<file path="config.mk">
export PLATFORM = sky130hd
export DESIGN_NAME = cmpctl_top
export DESIGN_NICKNAME = d
export VERILOG_FILES = /design/src/include/cmpctl_pkg.sv /design/src/include/cmpctl_reg_if.sv /design/src/design/cmpctl_axil.sv /design/src/design/cmpctl_sync.sv /design/src/design/cmpctl_top.sv
export SDC_FILE = /design/constraint.sdc
export NUM_CORES = 1
export LEC_CHECK = 0
export BUFFER_PORTS_ARGS = -buffer_cell sky130_fd_sc_hd__buf_4
export CORE_MARGIN = 2
export CORE_UTILIZATION = 37
export CTS_CLUSTER_SIZE = 16
export DETAILED_ROUTE_END_ITERATION = 16
export PLACE_DENSITY = 0.7
export SYNTH_ARGS = -nofsm -noshare
export SYNTH_HDL_FRONTEND = slang
export SYNTH_SLANG_ARGS = --single-unit
export TNS_END_PERCENT = 30
</file>
<file path="constraint.sdc">
create_clock -name CORE_CLK_I -period 3.7 [get_ports CORE_CLK_I]
set_clock_uncertainty 0.15 [all_clocks]
set_input_delay 0.185 -clock CORE_CLK_I [delete_from_list [all_inputs] [get_ports CORE_CLK_I]]
set_output_delay 0.185 -clock CORE_CLK_I [all_outputs]
set_load 0.03 [all_outputs]
</file>
<file path="src/include/cmpctl_pkg.sv">
/*
 * Constants, register map and field layout of the comparator control block.
 * Assumes the register index is the byte address divided by four.
 */
package cmpctl_pkg;
	localparam int            AXI_ADDR_W       = 10;
	localparam int            AXI_DATA_W       = 32;
	localparam int            REG_W            = 8;
	localparam int            IDX_W            = 8;
	localparam int            PIN_N            = 6;
	localparam int            MODE_W           = 3;
	localparam int            LVL_W            = 4;
	// register indices; byte address is four times the index
	localparam logic [7:0]    IDX_CORE_IRQ     = 8'h0b;
	localparam logic [7:0]    IDX_PERIPH_FLAGS = 8'h0c;
	localparam logic [7:0]    IDX_CMP_CTRL     = 8'h19;
	localparam logic [7:0]    IDX_PIN_DIR      = 8'h85;
	localparam logic [7:0]    IDX_PERIPH_EN    = 8'h8c;
	localparam logic [7:0]    IDX_REF_CTRL     = 8'h99;
	localparam logic [7:0]    IDX_PORT_DATA    = 8'h05;
	// reset values
	localparam logic [7:0]    RST_CORE_IRQ     = 8'h00;
	localparam logic [7:0]    RST_PERIPH_FLAGS = 8'h00;
	localparam logic [7:0]    RST_CMP_CTRL     = 8'h00;
	localparam logic [7:0]    RST_PIN_DIR      = 8'h3f;
	localparam logic [7:0]    RST_PERIPH_EN    = 8'h00;
	localparam logic [7:0]    RST_REF_CTRL     = 8'h00;
	// field positions
	localparam int            CMP_OUT_BIT      = 6;
	localparam int            CMP_INV_BIT      = 4;
	localparam int            CMP_SW_BIT       = 3;
	localparam int            CMP_MODE_LSB     = 0;
	localparam int            REF_EN_BIT       = 7;
	localparam int            REF_RANGE_BIT    = 5;
	localparam int            REF_LVL_LSB      = 0;
	localparam int            CHANGE_BIT       = 3;
	localparam int            GLOBAL_EN_BIT    = 7;
	localparam int            PERIPH_EN_BIT    = 6;
	localparam int            NEG_PIN          = 0;
	localparam int            POS_PIN          = 1;
	localparam int            OUT_PIN          = 2;
	// reference in steps of a 96th of the supply: lcm of the two dividers
	localparam logic [6:0]    REF_FULL_SCALE   = 7'h60;
	localparam logic [6:0]    REF_LOW_STEP     = 7'h04;
	localparam logic [6:0]    REF_HIGH_BASE    = 7'h18;
	localparam logic [6:0]    REF_HIGH_STEP    = 7'h03;
	// mode field codes
	typedef logic [MODE_W-1:0] cmpctl_mode_t;
	localparam cmpctl_mode_t  MODE_RESET       = 3'h0;
	localparam cmpctl_mode_t  MODE_PIN_OUT     = 3'h1;
	localparam cmpctl_mode_t  MODE_PIN         = 3'h2;
	localparam cmpctl_mode_t  MODE_REF_OUT     = 3'h3;
	localparam cmpctl_mode_t  MODE_REF         = 3'h4;
	localparam cmpctl_mode_t  MODE_REF_SW      = 3'h5;
	localparam cmpctl_mode_t  MODE_REF_SW_OUT  = 3'h6;
	localparam cmpctl_mode_t  MODE_OFF         = 3'h7;
	localparam logic [1:0]    RESP_OKAY        = 2'h0;
	localparam logic [1:0]    RESP_SLVERR      = 2'h2;

	function automatic logic cmpctl_is_mapped(input logic [IDX_W-1:0] idx);
		return idx == IDX_CORE_IRQ || idx == IDX_PERIPH_FLAGS || idx == IDX_CMP_CTRL ||
			idx == IDX_PIN_DIR || idx == IDX_PERIPH_EN || idx == IDX_REF_CTRL ||
			idx == IDX_PORT_DATA;
	endfunction
endpackage

</file>
<file path="src/include/cmpctl_reg_if.sv">
/*
 * Register access strobes between the bus slave and the control core.
 * Assumes one clock; read data is combinational from the core.
 */
`timescale 1ns/1ps
interface cmpctl_reg_if;
	import cmpctl_pkg::*;
	logic             wr_stb;
	logic [IDX_W-1:0] wr_idx;
	logic [REG_W-1:0] wr_data;
	logic             wr_ok;
	logic             rd_stb;
	logic [IDX_W-1:0] rd_idx;
	logic [REG_W-1:0] rd_data;
	logic             rd_ok;

	modport bus  (output wr_stb, wr_idx, wr_data, rd_stb, rd_idx,
		input wr_ok, rd_data, rd_ok);
	modport core (input wr_stb, wr_idx, wr_data, rd_stb, rd_idx,
		output wr_ok, rd_data, rd_ok);
endinterface

</file>
<file path="src/design/cmpctl_axil.sv">
/*
 * AXI4-Lite slave front end; turns bus transfers into register strobes.
 * Assumes byte address = 4 x register index, data in the low byte lane.
 */
`timescale 1ns/1ps
module cmpctl_axil
	import cmpctl_pkg::*;
(
	// clock and reset
	input  wire logic                  clk_i,
	input  wire logic                  rstn_i,
	input  wire logic                  ce_i,
	// write channels
	input  wire logic [AXI_ADDR_W-1:0] awaddr_i,
	input  wire logic                  awvalid_i,
	output logic                       awready_o,
	input  wire logic [AXI_DATA_W-1:0] wdata_i,
	input  wire logic [3:0]            wstrb_i,
	input  wire logic                  wvalid_i,
	output logic                       wready_o,
	output logic [1:0]                 bresp_o,
	output logic                       bvalid_o,
	input  wire logic                  bready_i,
	// read channels
	input  wire logic [AXI_ADDR_W-1:0] araddr_i,
	input  wire logic                  arvalid_i,
	output logic                       arready_o,
	output logic [AXI_DATA_W-1:0]      rdata_o,
	output logic [1:0]                 rresp_o,
	output logic                       rvalid_o,
	input  wire logic                  rready_i,
	// register side
	cmpctl_reg_if.bus                  rif
);
	logic             aw_held_r;
	logic             w_held_r;
	logic [IDX_W-1:0] aw_idx_r;
	logic [REG_W-1:0] wdata_r;
	logic             lane0_r;
	logic             do_wr;

	assign awready_o = ce_i && !aw_held_r && !bvalid_o;
	assign wready_o  = ce_i && !w_held_r && !bvalid_o;
	assign arready_o = ce_i && !rvalid_o;
	assign do_wr     = ce_i && aw_held_r && w_held_r && !bvalid_o;

	// a write without lane 0 is answered but stores nothing
	assign rif.wr_stb  = do_wr && lane0_r;
	assign rif.wr_idx  = aw_idx_r;
	assign rif.wr_data = wdata_r;
	assign rif.rd_stb  = arvalid_i && arready_o;
	assign rif.rd_idx  = araddr_i[AXI_ADDR_W-1:2];

	always_ff @(posedge clk_i or negedge rstn_i)
	begin
		if (!rstn_i)
		begin
			aw_held_r <= 1'b0;
			w_held_r  <= 1'b0;
			aw_idx_r  <= '0;
			wdata_r   <= '0;
			lane0_r   <= 1'b0;
			bvalid_o  <= 1'b0;
			bresp_o   <= RESP_OKAY;
		end
		else if (ce_i)
		begin
			if (awvalid_i && awready_o)
			begin
				aw_held_r <= 1'b1;
				aw_idx_r  <= awaddr_i[AXI_ADDR_W-1:2];
			end
			if (wvalid_i && wready_o)
			begin
				w_held_r <= 1'b1;
				wdata_r  <= wdata_i[REG_W-1:0];
				lane0_r  <= wstrb_i[0];
			end
			if (do_wr)
			begin
				aw_held_r <= 1'b0;
				w_held_r  <= 1'b0;
				bvalid_o  <= 1'b1;
				bresp_o   <= rif.wr_ok ? RESP_OKAY : RESP_SLVERR;
			end
			else if (bvalid_o && bready_i)
				bvalid_o <= 1'b0;
		end
	end

	always_ff @(posedge clk_i or negedge rstn_i)
	begin
		if (!rstn_i)
		begin
			rvalid_o <= 1'b0;
			rdata_o  <= '0;
			rresp_o  <= RESP_OKAY;
		end
		else if (ce_i)
		begin
			if (rif.rd_stb)
			begin
				rvalid_o <= 1'b1;
				rdata_o  <= {{(AXI_DATA_W-REG_W){1'b0}}, rif.rd_data};
				rresp_o  <= rif.rd_ok ? RESP_OKAY : RESP_SLVERR;
			end
			else if (rvalid_o && rready_i)
				rvalid_o <= 1'b0;
		end
	end
endmodule // cmpctl_axil

</file>
<file path="src/design/cmpctl_sync.sv">
/*
 * Two-stage synchroniser for a single level.
 * Assumes the input may change at any time relative to the clock.
 */
`timescale 1ns/1ps
module cmpctl_sync (
	// clock and reset
	input  wire logic clk_i,
	input  wire logic rstn_i,
	input  wire logic ce_i,
	// level
	input  wire logic d_i,
	output logic      q_o
);
	logic meta_r;

	always_ff @(posedge clk_i or negedge rstn_i)
	begin
		if (!rstn_i)
		begin
			meta_r <= 1'b0;
			q_o    <= 1'b0;
		end
		else if (ce_i)
		begin
			meta_r <= d_i;
			q_o    <= meta_r;
		end
	end
endmodule // cmpctl_sync

</file>
<file path="src/design/cmpctl_top.sv">
/*
 * Comparator control core: mode routing, reference level, output pin,
 * change flag and interrupt request, registers behind AXI4-Lite.
 * Assumes analog levels arrive as codes in 96ths of the supply, and the
 * digital pin levels are synchronous to the core clock.
 */
`timescale 1ns/1ps
// Behaviour
// raw result high when positive input exceeds negative
// invert bit complements the reported output
// output status bit read only
// three-bit field selects eight modes
// software masks interrupt during mode change
// three modes drive pin unsynchronised
// direction bit enables output driver
// analog pins read zero in port data
// four modes use internal reference
// 32 reference settings, two ranges
// range bit one selects low range
// enable bit powers reference circuit
// enabled circuits keep running in sleep
// software turns everything off before sleep
// interrupt wakes device; registers kept
// reset gives mode zero, reference off
// flag sets when output changes
// write zero clears, one sets flag
// request needs all three enables
// control register access latches output
// change during access may be missed
// reference bits six, four read zero
// input switch picks negative input source
// result synchronised before status logic
module cmpctl_top
	import cmpctl_pkg::*;
#(
	parameter int CODE_W = 7
) (
	// clock, reset, enable
	input  wire logic                           CORE_CLK_I,
	input  wire logic                           RSTN_I,
	input  wire logic                           CE_I,
	// axi4-lite write
	input  wire logic [cmpctl_pkg::AXI_ADDR_W-1:0] S_AXI_AWADDR_I,
	input  wire logic                           S_AXI_AWVALID_I,
	output logic                                S_AXI_AWREADY_O,
	input  wire logic [cmpctl_pkg::AXI_DATA_W-1:0] S_AXI_WDATA_I,
	input  wire logic [3:0]                     S_AXI_WSTRB_I,
	input  wire logic                           S_AXI_WVALID_I,
	output logic                                S_AXI_WREADY_O,
	output logic [1:0]                          S_AXI_BRESP_O,
	output logic                                S_AXI_BVALID_O,
	input  wire logic                           S_AXI_BREADY_I,
	// axi4-lite read
	input  wire logic [cmpctl_pkg::AXI_ADDR_W-1:0] S_AXI_ARADDR_I,
	input  wire logic                           S_AXI_ARVALID_I,
	output logic                                S_AXI_ARREADY_O,
	output logic [cmpctl_pkg::AXI_DATA_W-1:0]   S_AXI_RDATA_O,
	output logic [1:0]                          S_AXI_RRESP_O,
	output logic                                S_AXI_RVALID_O,
	input  wire logic                           S_AXI_RREADY_I,
	// analog front end
	input  wire logic [CODE_W-1:0]              POS_PIN_CODE_I,
	input  wire logic [CODE_W-1:0]              NEG_PIN_CODE_I,
	output logic [CODE_W-1:0]                   REF_CODE_O,
	output logic                                REF_POWER_O,
	output logic                                CMP_POWER_O,
	// pins
	input  wire logic [cmpctl_pkg::PIN_N-1:0]   PIN_I,
	output logic                                CMP_PIN_O,
	output logic                                CMP_PIN_OE_O,
	// system
	input  wire logic                           SLEEP_I,
	output logic                                IRQ_O,
	output logic                                WAKE_O
);
	import cmpctl_pkg::*;

	if (CODE_W < 7)
	begin : g_bad_code_w
		$error("CODE_W must hold the full-scale reference code");
	end

	cmpctl_reg_if rif ();

	// register state
	logic [REG_W-1:0]  core_irq_r;
	logic              change_flag_r;
	logic              output_invert_r;
	logic              input_switch_r;
	cmpctl_mode_t      mode_r;
	logic [PIN_N-1:0]  pin_direction_r;
	logic              change_enable_r;
	logic              ref_enable_r;
	logic              ref_range_r;
	logic [LVL_W-1:0]  ref_level_r;
	logic              latched_out_r;
	logic              change_flag_nxt;

	// datapath
	logic              cmp_on;
	logic              uses_ref;
	logic              drives_pin;
	logic              uses_pos_pin;
	logic [6:0]        ref_code;
	logic [CODE_W-1:0] positive_input;
	logic [CODE_W-1:0] negative_input;
	logic              raw_result;
	logic              shown_result;
	logic              compare_result;
	logic [PIN_N-1:0]  analog_pin;
	logic [PIN_N-1:0]  port_data;
	logic              ctl_access;
	logic              mismatch;
	logic              wr_core;
	logic              wr_flags;
	logic              wr_cmp;
	logic              wr_dir;
	logic              wr_en;
	logic              wr_ref;

	cmpctl_axil u_axil (
		.clk_i     (CORE_CLK_I),
		.rstn_i    (RSTN_I),
		.ce_i      (CE_I),
		.awaddr_i  (S_AXI_AWADDR_I),
		.awvalid_i (S_AXI_AWVALID_I),
		.awready_o (S_AXI_AWREADY_O),
		.wdata_i   (S_AXI_WDATA_I),
		.wstrb_i   (S_AXI_WSTRB_I),
		.wvalid_i  (S_AXI_WVALID_I),
		.wready_o  (S_AXI_WREADY_O),
		.bresp_o   (S_AXI_BRESP_O),
		.bvalid_o  (S_AXI_BVALID_O),
		.bready_i  (S_AXI_BREADY_I),
		.araddr_i  (S_AXI_ARADDR_I),
		.arvalid_i (S_AXI_ARVALID_I),
		.arready_o (S_AXI_ARREADY_O),
		.rdata_o   (S_AXI_RDATA_O),
		.rresp_o   (S_AXI_RRESP_O),
		.rvalid_o  (S_AXI_RVALID_O),
		.rready_i  (S_AXI_RREADY_I),
		.rif       (rif.bus)
	);

	// mode field decodes routing and pin use
	always_comb
	begin
		cmp_on       = 1'b1;
		uses_ref     = 1'b0;
		drives_pin   = 1'b0;
		uses_pos_pin = 1'b0;
		case (mode_r)
			MODE_RESET, MODE_OFF:
				cmp_on = 1'b0;
			MODE_PIN_OUT:
			begin
				uses_pos_pin = 1'b1;
				drives_pin   = 1'b1;
			end
			MODE_PIN:
				uses_pos_pin = 1'b1;
			MODE_REF_OUT:
			begin
				uses_ref   = 1'b1;
				drives_pin = 1'b1;
			end
			MODE_REF, MODE_REF_SW:
				uses_ref = 1'b1;
			MODE_REF_SW_OUT:
			begin
				uses_ref   = 1'b1;
				drives_pin = 1'b1;
			end
			default:
				cmp_on = 1'b0;
		endcase
	end

	// sixteen levels per range
	// range bit one is the low range
	assign ref_code = ref_range_r
		? 7'(ref_level_r * REF_LOW_STEP)
		: 7'(REF_HIGH_BASE + ref_level_r * REF_HIGH_STEP);

	// powered-down reference drives nothing
	assign REF_POWER_O = ref_enable_r;
	assign REF_CODE_O  = ref_enable_r ? CODE_W'(ref_code) : '0;
	// sleep gates neither circuit, only the registers decide
	assign CMP_POWER_O = cmp_on;

	// reference replaces the positive pin in four modes
	// switch moves the negative input onto the positive pin
	always_comb
	begin
		positive_input = uses_ref ? REF_CODE_O : POS_PIN_CODE_I;
		negative_input = NEG_PIN_CODE_I;
		if ((mode_r == MODE_REF_SW || mode_r == MODE_REF_SW_OUT) && input_switch_r)
			negative_input = POS_PIN_CODE_I;
	end

	// high only when positive strictly exceeds negative
	assign raw_result   = cmp_on && (positive_input > negative_input);
	// invert bit complements the result
	assign shown_result = raw_result ^ output_invert_r;

	// pin sees the unsynchronised result
	// direction bit low enables the driver in output modes
	assign CMP_PIN_O    = drives_pin && shown_result;
	assign CMP_PIN_OE_O = drives_pin && !pin_direction_r[OUT_PIN];

	// status and change logic see only the synchronised level
	cmpctl_sync u_sync (
		.clk_i  (CORE_CLK_I),
		.rstn_i (RSTN_I),
		.ce_i   (CE_I),
		.d_i    (shown_result),
		.q_o    (compare_result)
	);

	// pins in analog use read as zero
	generate
		for (genvar p = 0; p < PIN_N; p++)
		begin : g_port
			always_comb
			begin
				if (p == NEG_PIN)
					analog_pin[p] = mode_r != MODE_OFF;
				else if (p == POS_PIN)
					analog_pin[p] = mode_r == MODE_RESET || uses_pos_pin ||
						mode_r == MODE_REF_SW || mode_r == MODE_REF_SW_OUT;
				else if (p == OUT_PIN)
					analog_pin[p] = mode_r == MODE_RESET;
				else
					analog_pin[p] = 1'b0;
			end
			assign port_data[p] = PIN_I[p] && !analog_pin[p];
		end
	endgenerate

	// register write decode
	assign wr_core  = rif.wr_stb && rif.wr_idx == IDX_CORE_IRQ;
	assign wr_flags = rif.wr_stb && rif.wr_idx == IDX_PERIPH_FLAGS;
	assign wr_cmp   = rif.wr_stb && rif.wr_idx == IDX_CMP_CTRL;
	assign wr_dir   = rif.wr_stb && rif.wr_idx == IDX_PIN_DIR;
	assign wr_en    = rif.wr_stb && rif.wr_idx == IDX_PERIPH_EN;
	assign wr_ref   = rif.wr_stb && rif.wr_idx == IDX_REF_CTRL;
	assign rif.wr_ok = cmpctl_is_mapped(rif.wr_idx);
	assign rif.rd_ok = cmpctl_is_mapped(rif.rd_idx);

	// output status bit comes from hardware only
	// unimplemented reference bits return zero
	always_comb
	begin
		rif.rd_data = '0;
		case (rif.rd_idx)
			IDX_CORE_IRQ:
				rif.rd_data = core_irq_r;
			IDX_PERIPH_FLAGS:
				rif.rd_data[CHANGE_BIT] = change_flag_r;
			IDX_CMP_CTRL:
			begin
				rif.rd_data[CMP_OUT_BIT]                   = compare_result;
				rif.rd_data[CMP_INV_BIT]                   = output_invert_r;
				rif.rd_data[CMP_SW_BIT]                    = input_switch_r;
				rif.rd_data[CMP_MODE_LSB +: MODE_W]        = mode_r;
			end
			IDX_PIN_DIR:
				rif.rd_data[PIN_N-1:0] = pin_direction_r;
			IDX_PERIPH_EN:
				rif.rd_data[CHANGE_BIT] = change_enable_r;
			IDX_REF_CTRL:
			begin
				rif.rd_data[REF_EN_BIT]            = ref_enable_r;
				rif.rd_data[REF_RANGE_BIT]         = ref_range_r;
				rif.rd_data[REF_LVL_LSB +: LVL_W]  = ref_level_r;
			end
			IDX_PORT_DATA:
				rif.rd_data[PIN_N-1:0] = port_data;
			default:
				rif.rd_data = '0;
		endcase
	end

	// reset selects the reset mode
	// only reset and control register writes touch these, so wake-up keeps them
	always_ff @(posedge CORE_CLK_I or negedge RSTN_I)
	begin
		if (!RSTN_I)
		begin
			output_invert_r <= RST_CMP_CTRL[CMP_INV_BIT];
			input_switch_r  <= RST_CMP_CTRL[CMP_SW_BIT];
			mode_r          <= RST_CMP_CTRL[CMP_MODE_LSB +: MODE_W];
		end
		else if (CE_I && wr_cmp)
		begin
			// new mode takes effect on the write
			output_invert_r <= rif.wr_data[CMP_INV_BIT];
			input_switch_r  <= rif.wr_data[CMP_SW_BIT];
			mode_r          <= rif.wr_data[CMP_MODE_LSB +: MODE_W];
		end
	end

	// reset switches the reference off
	always_ff @(posedge CORE_CLK_I or negedge RSTN_I)
	begin
		if (!RSTN_I)
		begin
			ref_enable_r <= RST_REF_CTRL[REF_EN_BIT];
			ref_range_r  <= RST_REF_CTRL[REF_RANGE_BIT];
			ref_level_r  <= RST_REF_CTRL[REF_LVL_LSB +: LVL_W];
		end
		else if (CE_I && wr_ref)
		begin
			ref_enable_r <= rif.wr_data[REF_EN_BIT];
			ref_range_r  <= rif.wr_data[REF_RANGE_BIT];
			ref_level_r  <= rif.wr_data[REF_LVL_LSB +: LVL_W];
		end
	end

	// enable and direction registers
	always_ff @(posedge CORE_CLK_I or negedge RSTN_I)
	begin
		if (!RSTN_I)
		begin
			core_irq_r      <= RST_CORE_IRQ;
			change_enable_r <= RST_PERIPH_EN[CHANGE_BIT];
			pin_direction_r <= RST_PIN_DIR[PIN_N-1:0];
		end
		else if (CE_I)
		begin
			if (wr_core)
				core_irq_r <= rif.wr_data;
			if (wr_en)
				change_enable_r <= rif.wr_data[CHANGE_BIT];
			if (wr_dir)
				pin_direction_r <= rif.wr_data[PIN_N-1:0];
		end
	end

	// any access to the control register ends the mismatch
	assign ctl_access = (rif.rd_stb && rif.rd_idx == IDX_CMP_CTRL) || wr_cmp;
	assign mismatch   = compare_result != latched_out_r;

	always_ff @(posedge CORE_CLK_I or negedge RSTN_I)
	begin
		if (!RSTN_I)
			latched_out_r <= 1'b0;
		else if (CE_I && ctl_access)
			latched_out_r <= compare_result;
	end

	// a standing mismatch keeps setting the flag
	// a change landing on a control access is not flagged
	// software writes either level; hardware set wins a clear
	always_comb
	begin
		change_flag_nxt = change_flag_r;
		if (wr_flags)
			change_flag_nxt = rif.wr_data[CHANGE_BIT];
		if (mismatch && !ctl_access)
			change_flag_nxt = 1'b1;
	end

	always_ff @(posedge CORE_CLK_I or negedge RSTN_I)
	begin
		if (!RSTN_I)
			change_flag_r <= RST_PERIPH_FLAGS[CHANGE_BIT];
		else if (CE_I)
			change_flag_r <= change_flag_nxt;
	end

	// request needs change, peripheral and global enables
	assign IRQ_O  = change_flag_r && change_enable_r &&
		core_irq_r[PERIPH_EN_BIT] && core_irq_r[GLOBAL_EN_BIT];
	// wake does not need the global enable, only a live comparator
	assign WAKE_O = SLEEP_I && cmp_on && change_flag_r && change_enable_r &&
		core_irq_r[PERIPH_EN_BIT];
endmodule // cmpctl_top

</file>
==> results.sh <==
export IMPL_num_vias=3044
export IMPL_synth_cell_types=55
export IMPL_maxSlewViolCount=0
export IMPL_yosysMostFrequentCell="dfrtp_1"
export IMPL_hpwl_um=6760
export IMPL_path_class="reg -> out"
export IMPL_fin_crit_ns=3.83
export IMPL_yosys_top_cells_count="dfrtp_1 (55), mux2_2 (54), buf_4 (26), nand2_1 (19), nor2_1 (19)"
export IMPL_fin_ws_ns=-0.133
export IMPL_tns_ns=-0.213
export IMPL_clock_path_buffers=2
export IMPL_drt_first_pass_iters=4
export IMPL_cts_sink_count=61
export IMPL_antenna_diode_count=0
export IMPL_syn_area_um2=3780
export IMPL_synth_edf_count=0
export IMPL_cts_buffers=9
export IMPL_fp_row_count=36
export IMPL_ios=139
export IMPL_worstSetupStartpointType="register"
export IMPL_drt_antenna_violating_nets=0
export IMPL_drt_iter0_drc=177
export IMPL_grt_pass1_wl_um=15100
export IMPL_fp_dieH_um=105
export IMPL_slowest_delay_ns=0.43
export IMPL_worstRegToRegCells=18
export IMPL_nFillCells=868
export IMPL_rsz0062_at_grt="true"
export IMPL_netlist_instances=360
export IMPL_tightest_slew_ns=1.06
export IMPL_hold_depth=4
export IMPL_relSlewSlack_pct=29.0
export IMPL_preCtsSetupSlack_ns=-0.0563
export IMPL_critPathArrivalTime_ns=3.50
export IMPL_status="finished, violations left"
export IMPL_portBuffers=81
export IMPL_leakage_nw=2.29
export IMPL_min_delay_start="CE_I"
export IMPL_grt_remaining_overflow=0
export IMPL_area_delta_synth_final_pct=33.6
export IMPL_crit_chain="ha_2 > ha_4 > inv_1 > fa_2 > xor2_1 > nor2_1 > a211oi_4 > mux2_4 > ha_4 > nand4_1 > a21o_1 > a31oi_2 > mux2i_2 > buf_6"
export IMPL_core_um2=9860
export IMPL_synthTopCellsByArea="dfrtp_1 (36%), mux2_2 (16%), buf_4 (5.2%), dfstp_2 (4.2%), mux2i_1 (4.0%)"
export IMPL_hp_class="in -> reg"
export IMPL_yosys_area_top_type_share_pct=36.4
export IMPL_instances_no_fill=613
export IMPL_htree_levels=3
export IMPL_grt_util_all_layers_pct=17.0
export IMPL_dp_cells=563
export IMPL_failed_checks="negative setup slack"
export IMPL_finalCritPeriodShare_pct=104
export IMPL_ys_ff_latch=61
export IMPL_synth_warnings=0
export IMPL_rr_startpoint="ref_level_r[2]"
export IMPL_required_ns=3.37
export IMPL_antenna_found_initial=0
export IMPL_wl_per_cell_um=14.8
export IMPL_fin_hold_ws_ns=0.0690
export IMPL_end_kind="output port"
export IMPL_final_layout_size_suffix_gt1_share_pct=40.8
export IMPL_grt_pass1_vias=3058
export IMPL_power_total_mw=2.25
export IMPL_gp_congestion=0.794
export IMPL_finalCoreUtilization_pct=51.2
export IMPL_timing_critical_path_from="ref_level_r[2]"
export IMPL_fp_dieArea_um2=11000
export IMPL_drv_cap=0
export IMPL_fin_area_um2=5050
export IMPL_die_x_um=105
export IMPL_crit_top_cell="ha_4"
export IMPL_ir_drop_uv=314
export IMPL_grt_start_max_net_pins=62
export IMPL_cts_root_buffer="clkbuf_8"
export IMPL_place_area_um2=4460
export IMPL_finalSetupViolCount=2
export IMPL_insertion_delay_ns=0.33
export IMPL_syn_area_per_cell_um2=10.5
export IMPL_finalNetCount=573
export IMPL_drcViolationCount=0
export IMPL_vias_per_cell=4.97
export IMPL_clk_pin_slew_ns=0.07
export IMPL_clock_fmax_mhz=261
export IMPL_wirelength_um=9090
export IMPL_seq_area_frac_synth_pct=40.6
export IMPL_async_flop_share_pct=100
export IMPL_power_density_nw_per_um2=446
export IMPL_crit_fanout=3
export IMPL_synth_main_ff_cell="dfrtp_1"
export IMPL_yosysTopAreaCell="dfrtp_1"
export IMPL_hold_viol_final=0
export IMPL_initial_core_util_pct=38.3
export IMPL_cts_tree="built"
export IMPL_cp_slowest_cell="dfrtp_2"
worst max-delay path, delay by kind of cell, from the launching register on:
family | cells | cell delay (ns)
AO/OA/AOI/OAI | 3 | 0.42
multiplexers | 2 | 0.54
flip-flops | 1 | 0.43
adder cells (fa/ha/maj) | 4 | 1.09
buffers and inverters | 2 | 0.20
AND/OR/NAND/NOR | 2 | 0.31
XOR/XNOR | 1 | 0.17
cells in the final DEF, fill, tap and decap left out, types with 7 or more instances in the layout:
| cell type | Yosys | layout |
|---|---|---|
| nand3_1 | 7 | 7 |
| mux2i_1 | 15 | 13 |
| a21oi_1 | 15 | 14 |
| buf_4 | 26 | 96 |
| nand2_1 | 19 | 19 |
| o21ai_0 | 9 | 9 |
| mux2_2 | 54 | 52 |
| inv_1 | 10 | 8 |
| ha_1 | 11 | 7 |
| conb_1 | 1 | 26 |
| nand3b_1 | 7 | 7 |
| nor2_1 | 19 | 19 |
| and2_1 | 8 | 8 |
| nand2b_1 | 8 | 8 |
| nor3_1 | 9 | 9 |
| dlygate4sd3_1 | 0 | 22 |
| dfrtp_1 | 55 | 53 |
| clkbuf_8 | 0 | 12 |
registers in the layout (all words and copies together) (netlist names), 3 cells and up:
name and cells:
core_irq_r 8, u_axil.rif.wr_data 8, u_axil.rif.wr_idx 8, mode_r 3
pin_direction_r 6, ref_level_r 4, u_axil.rdata_o 8
layout make-up:
class / instances / area, um2 / area share [%]
multi-input combinational: 274 / 2150 / 42.5
sequential: 61 / 1540 / 30.4
timing repair buffer: 119 / 952 / 18.9
clock buffer: 13 / 169 / 3.34
tap: 133 / 166 / 3.30
clock inverter: 3 / 42.5 / 0.842
inverter: 10 / 37.5 / 0.743
kinds of logic (layout without fill, tap and decap cells):
family                   after synthesis  count (layout)  share of synthesized area, %
AO/OA/AOI/OAI                         51              51                          8.84
XOR/XNOR                               4               4                         0.926
adder cells (fa/ha/maj)               13              13                          4.70
buffers and inverters                 50             145                          7.78
flip-flops                            61              61                          40.6
multiplexers                          69              69                          20.1
other                                  1              26                        0.0992
AND/OR/NAND/NOR                      111             111                          17.0
routing by layer:
metal	vias up	routed length (um)	GRT usage (%)
met4	0	62	2.76
met3	6	382	4.30
met2	90	4720	29.9
met5	-	0	0
li1	1485	-	-
met1	1463	3930	21.2
worst paths after layout:
| path | end | slack [ns] |
|---|---|---|
| min reg2reg | u_axil.rdata_o[5] | 0.34 |
| min in group asynchronous | u_axil.rif.wr_idx[2] | 0.31 |
| max reg2reg | u_sync.meta_r | -0.08 |
| min | u_axil.bvalid_o | 0.07 |
| max | CMP_PIN_O | -0.13 |
| max in group asynchronous | ref_level_r[3] | 2.55 |
report_power, final:
| group | total (mW) | internal (mW) | switching [mW] | leakage [nW] |
|---|---|---|---|---|
| clock network | 0.613 | 0.365 | 0.247 | 0.106 |
| logic | 0.653 | 0.318 | 0.335 | 1.42 |
| registers | 0.988 | 0.828 | 0.160 | 0.761 |
| total | 2.25 | 1.51 | 0.743 | 2.29 |
timing repair:
action | 4_1_cts | 5_1_grt
gates resized for setup | 10 | 2
endpoints found under the hold margin | 76 | 0
cloned | 0 | 0
setup buffers | 10 | 2
pin swaps | 8 | 3
endpoints found under the setup margin | 1 | 2
hold buffers | 22 | 0
No activity file was read; power rests on OpenSTA's default activity.
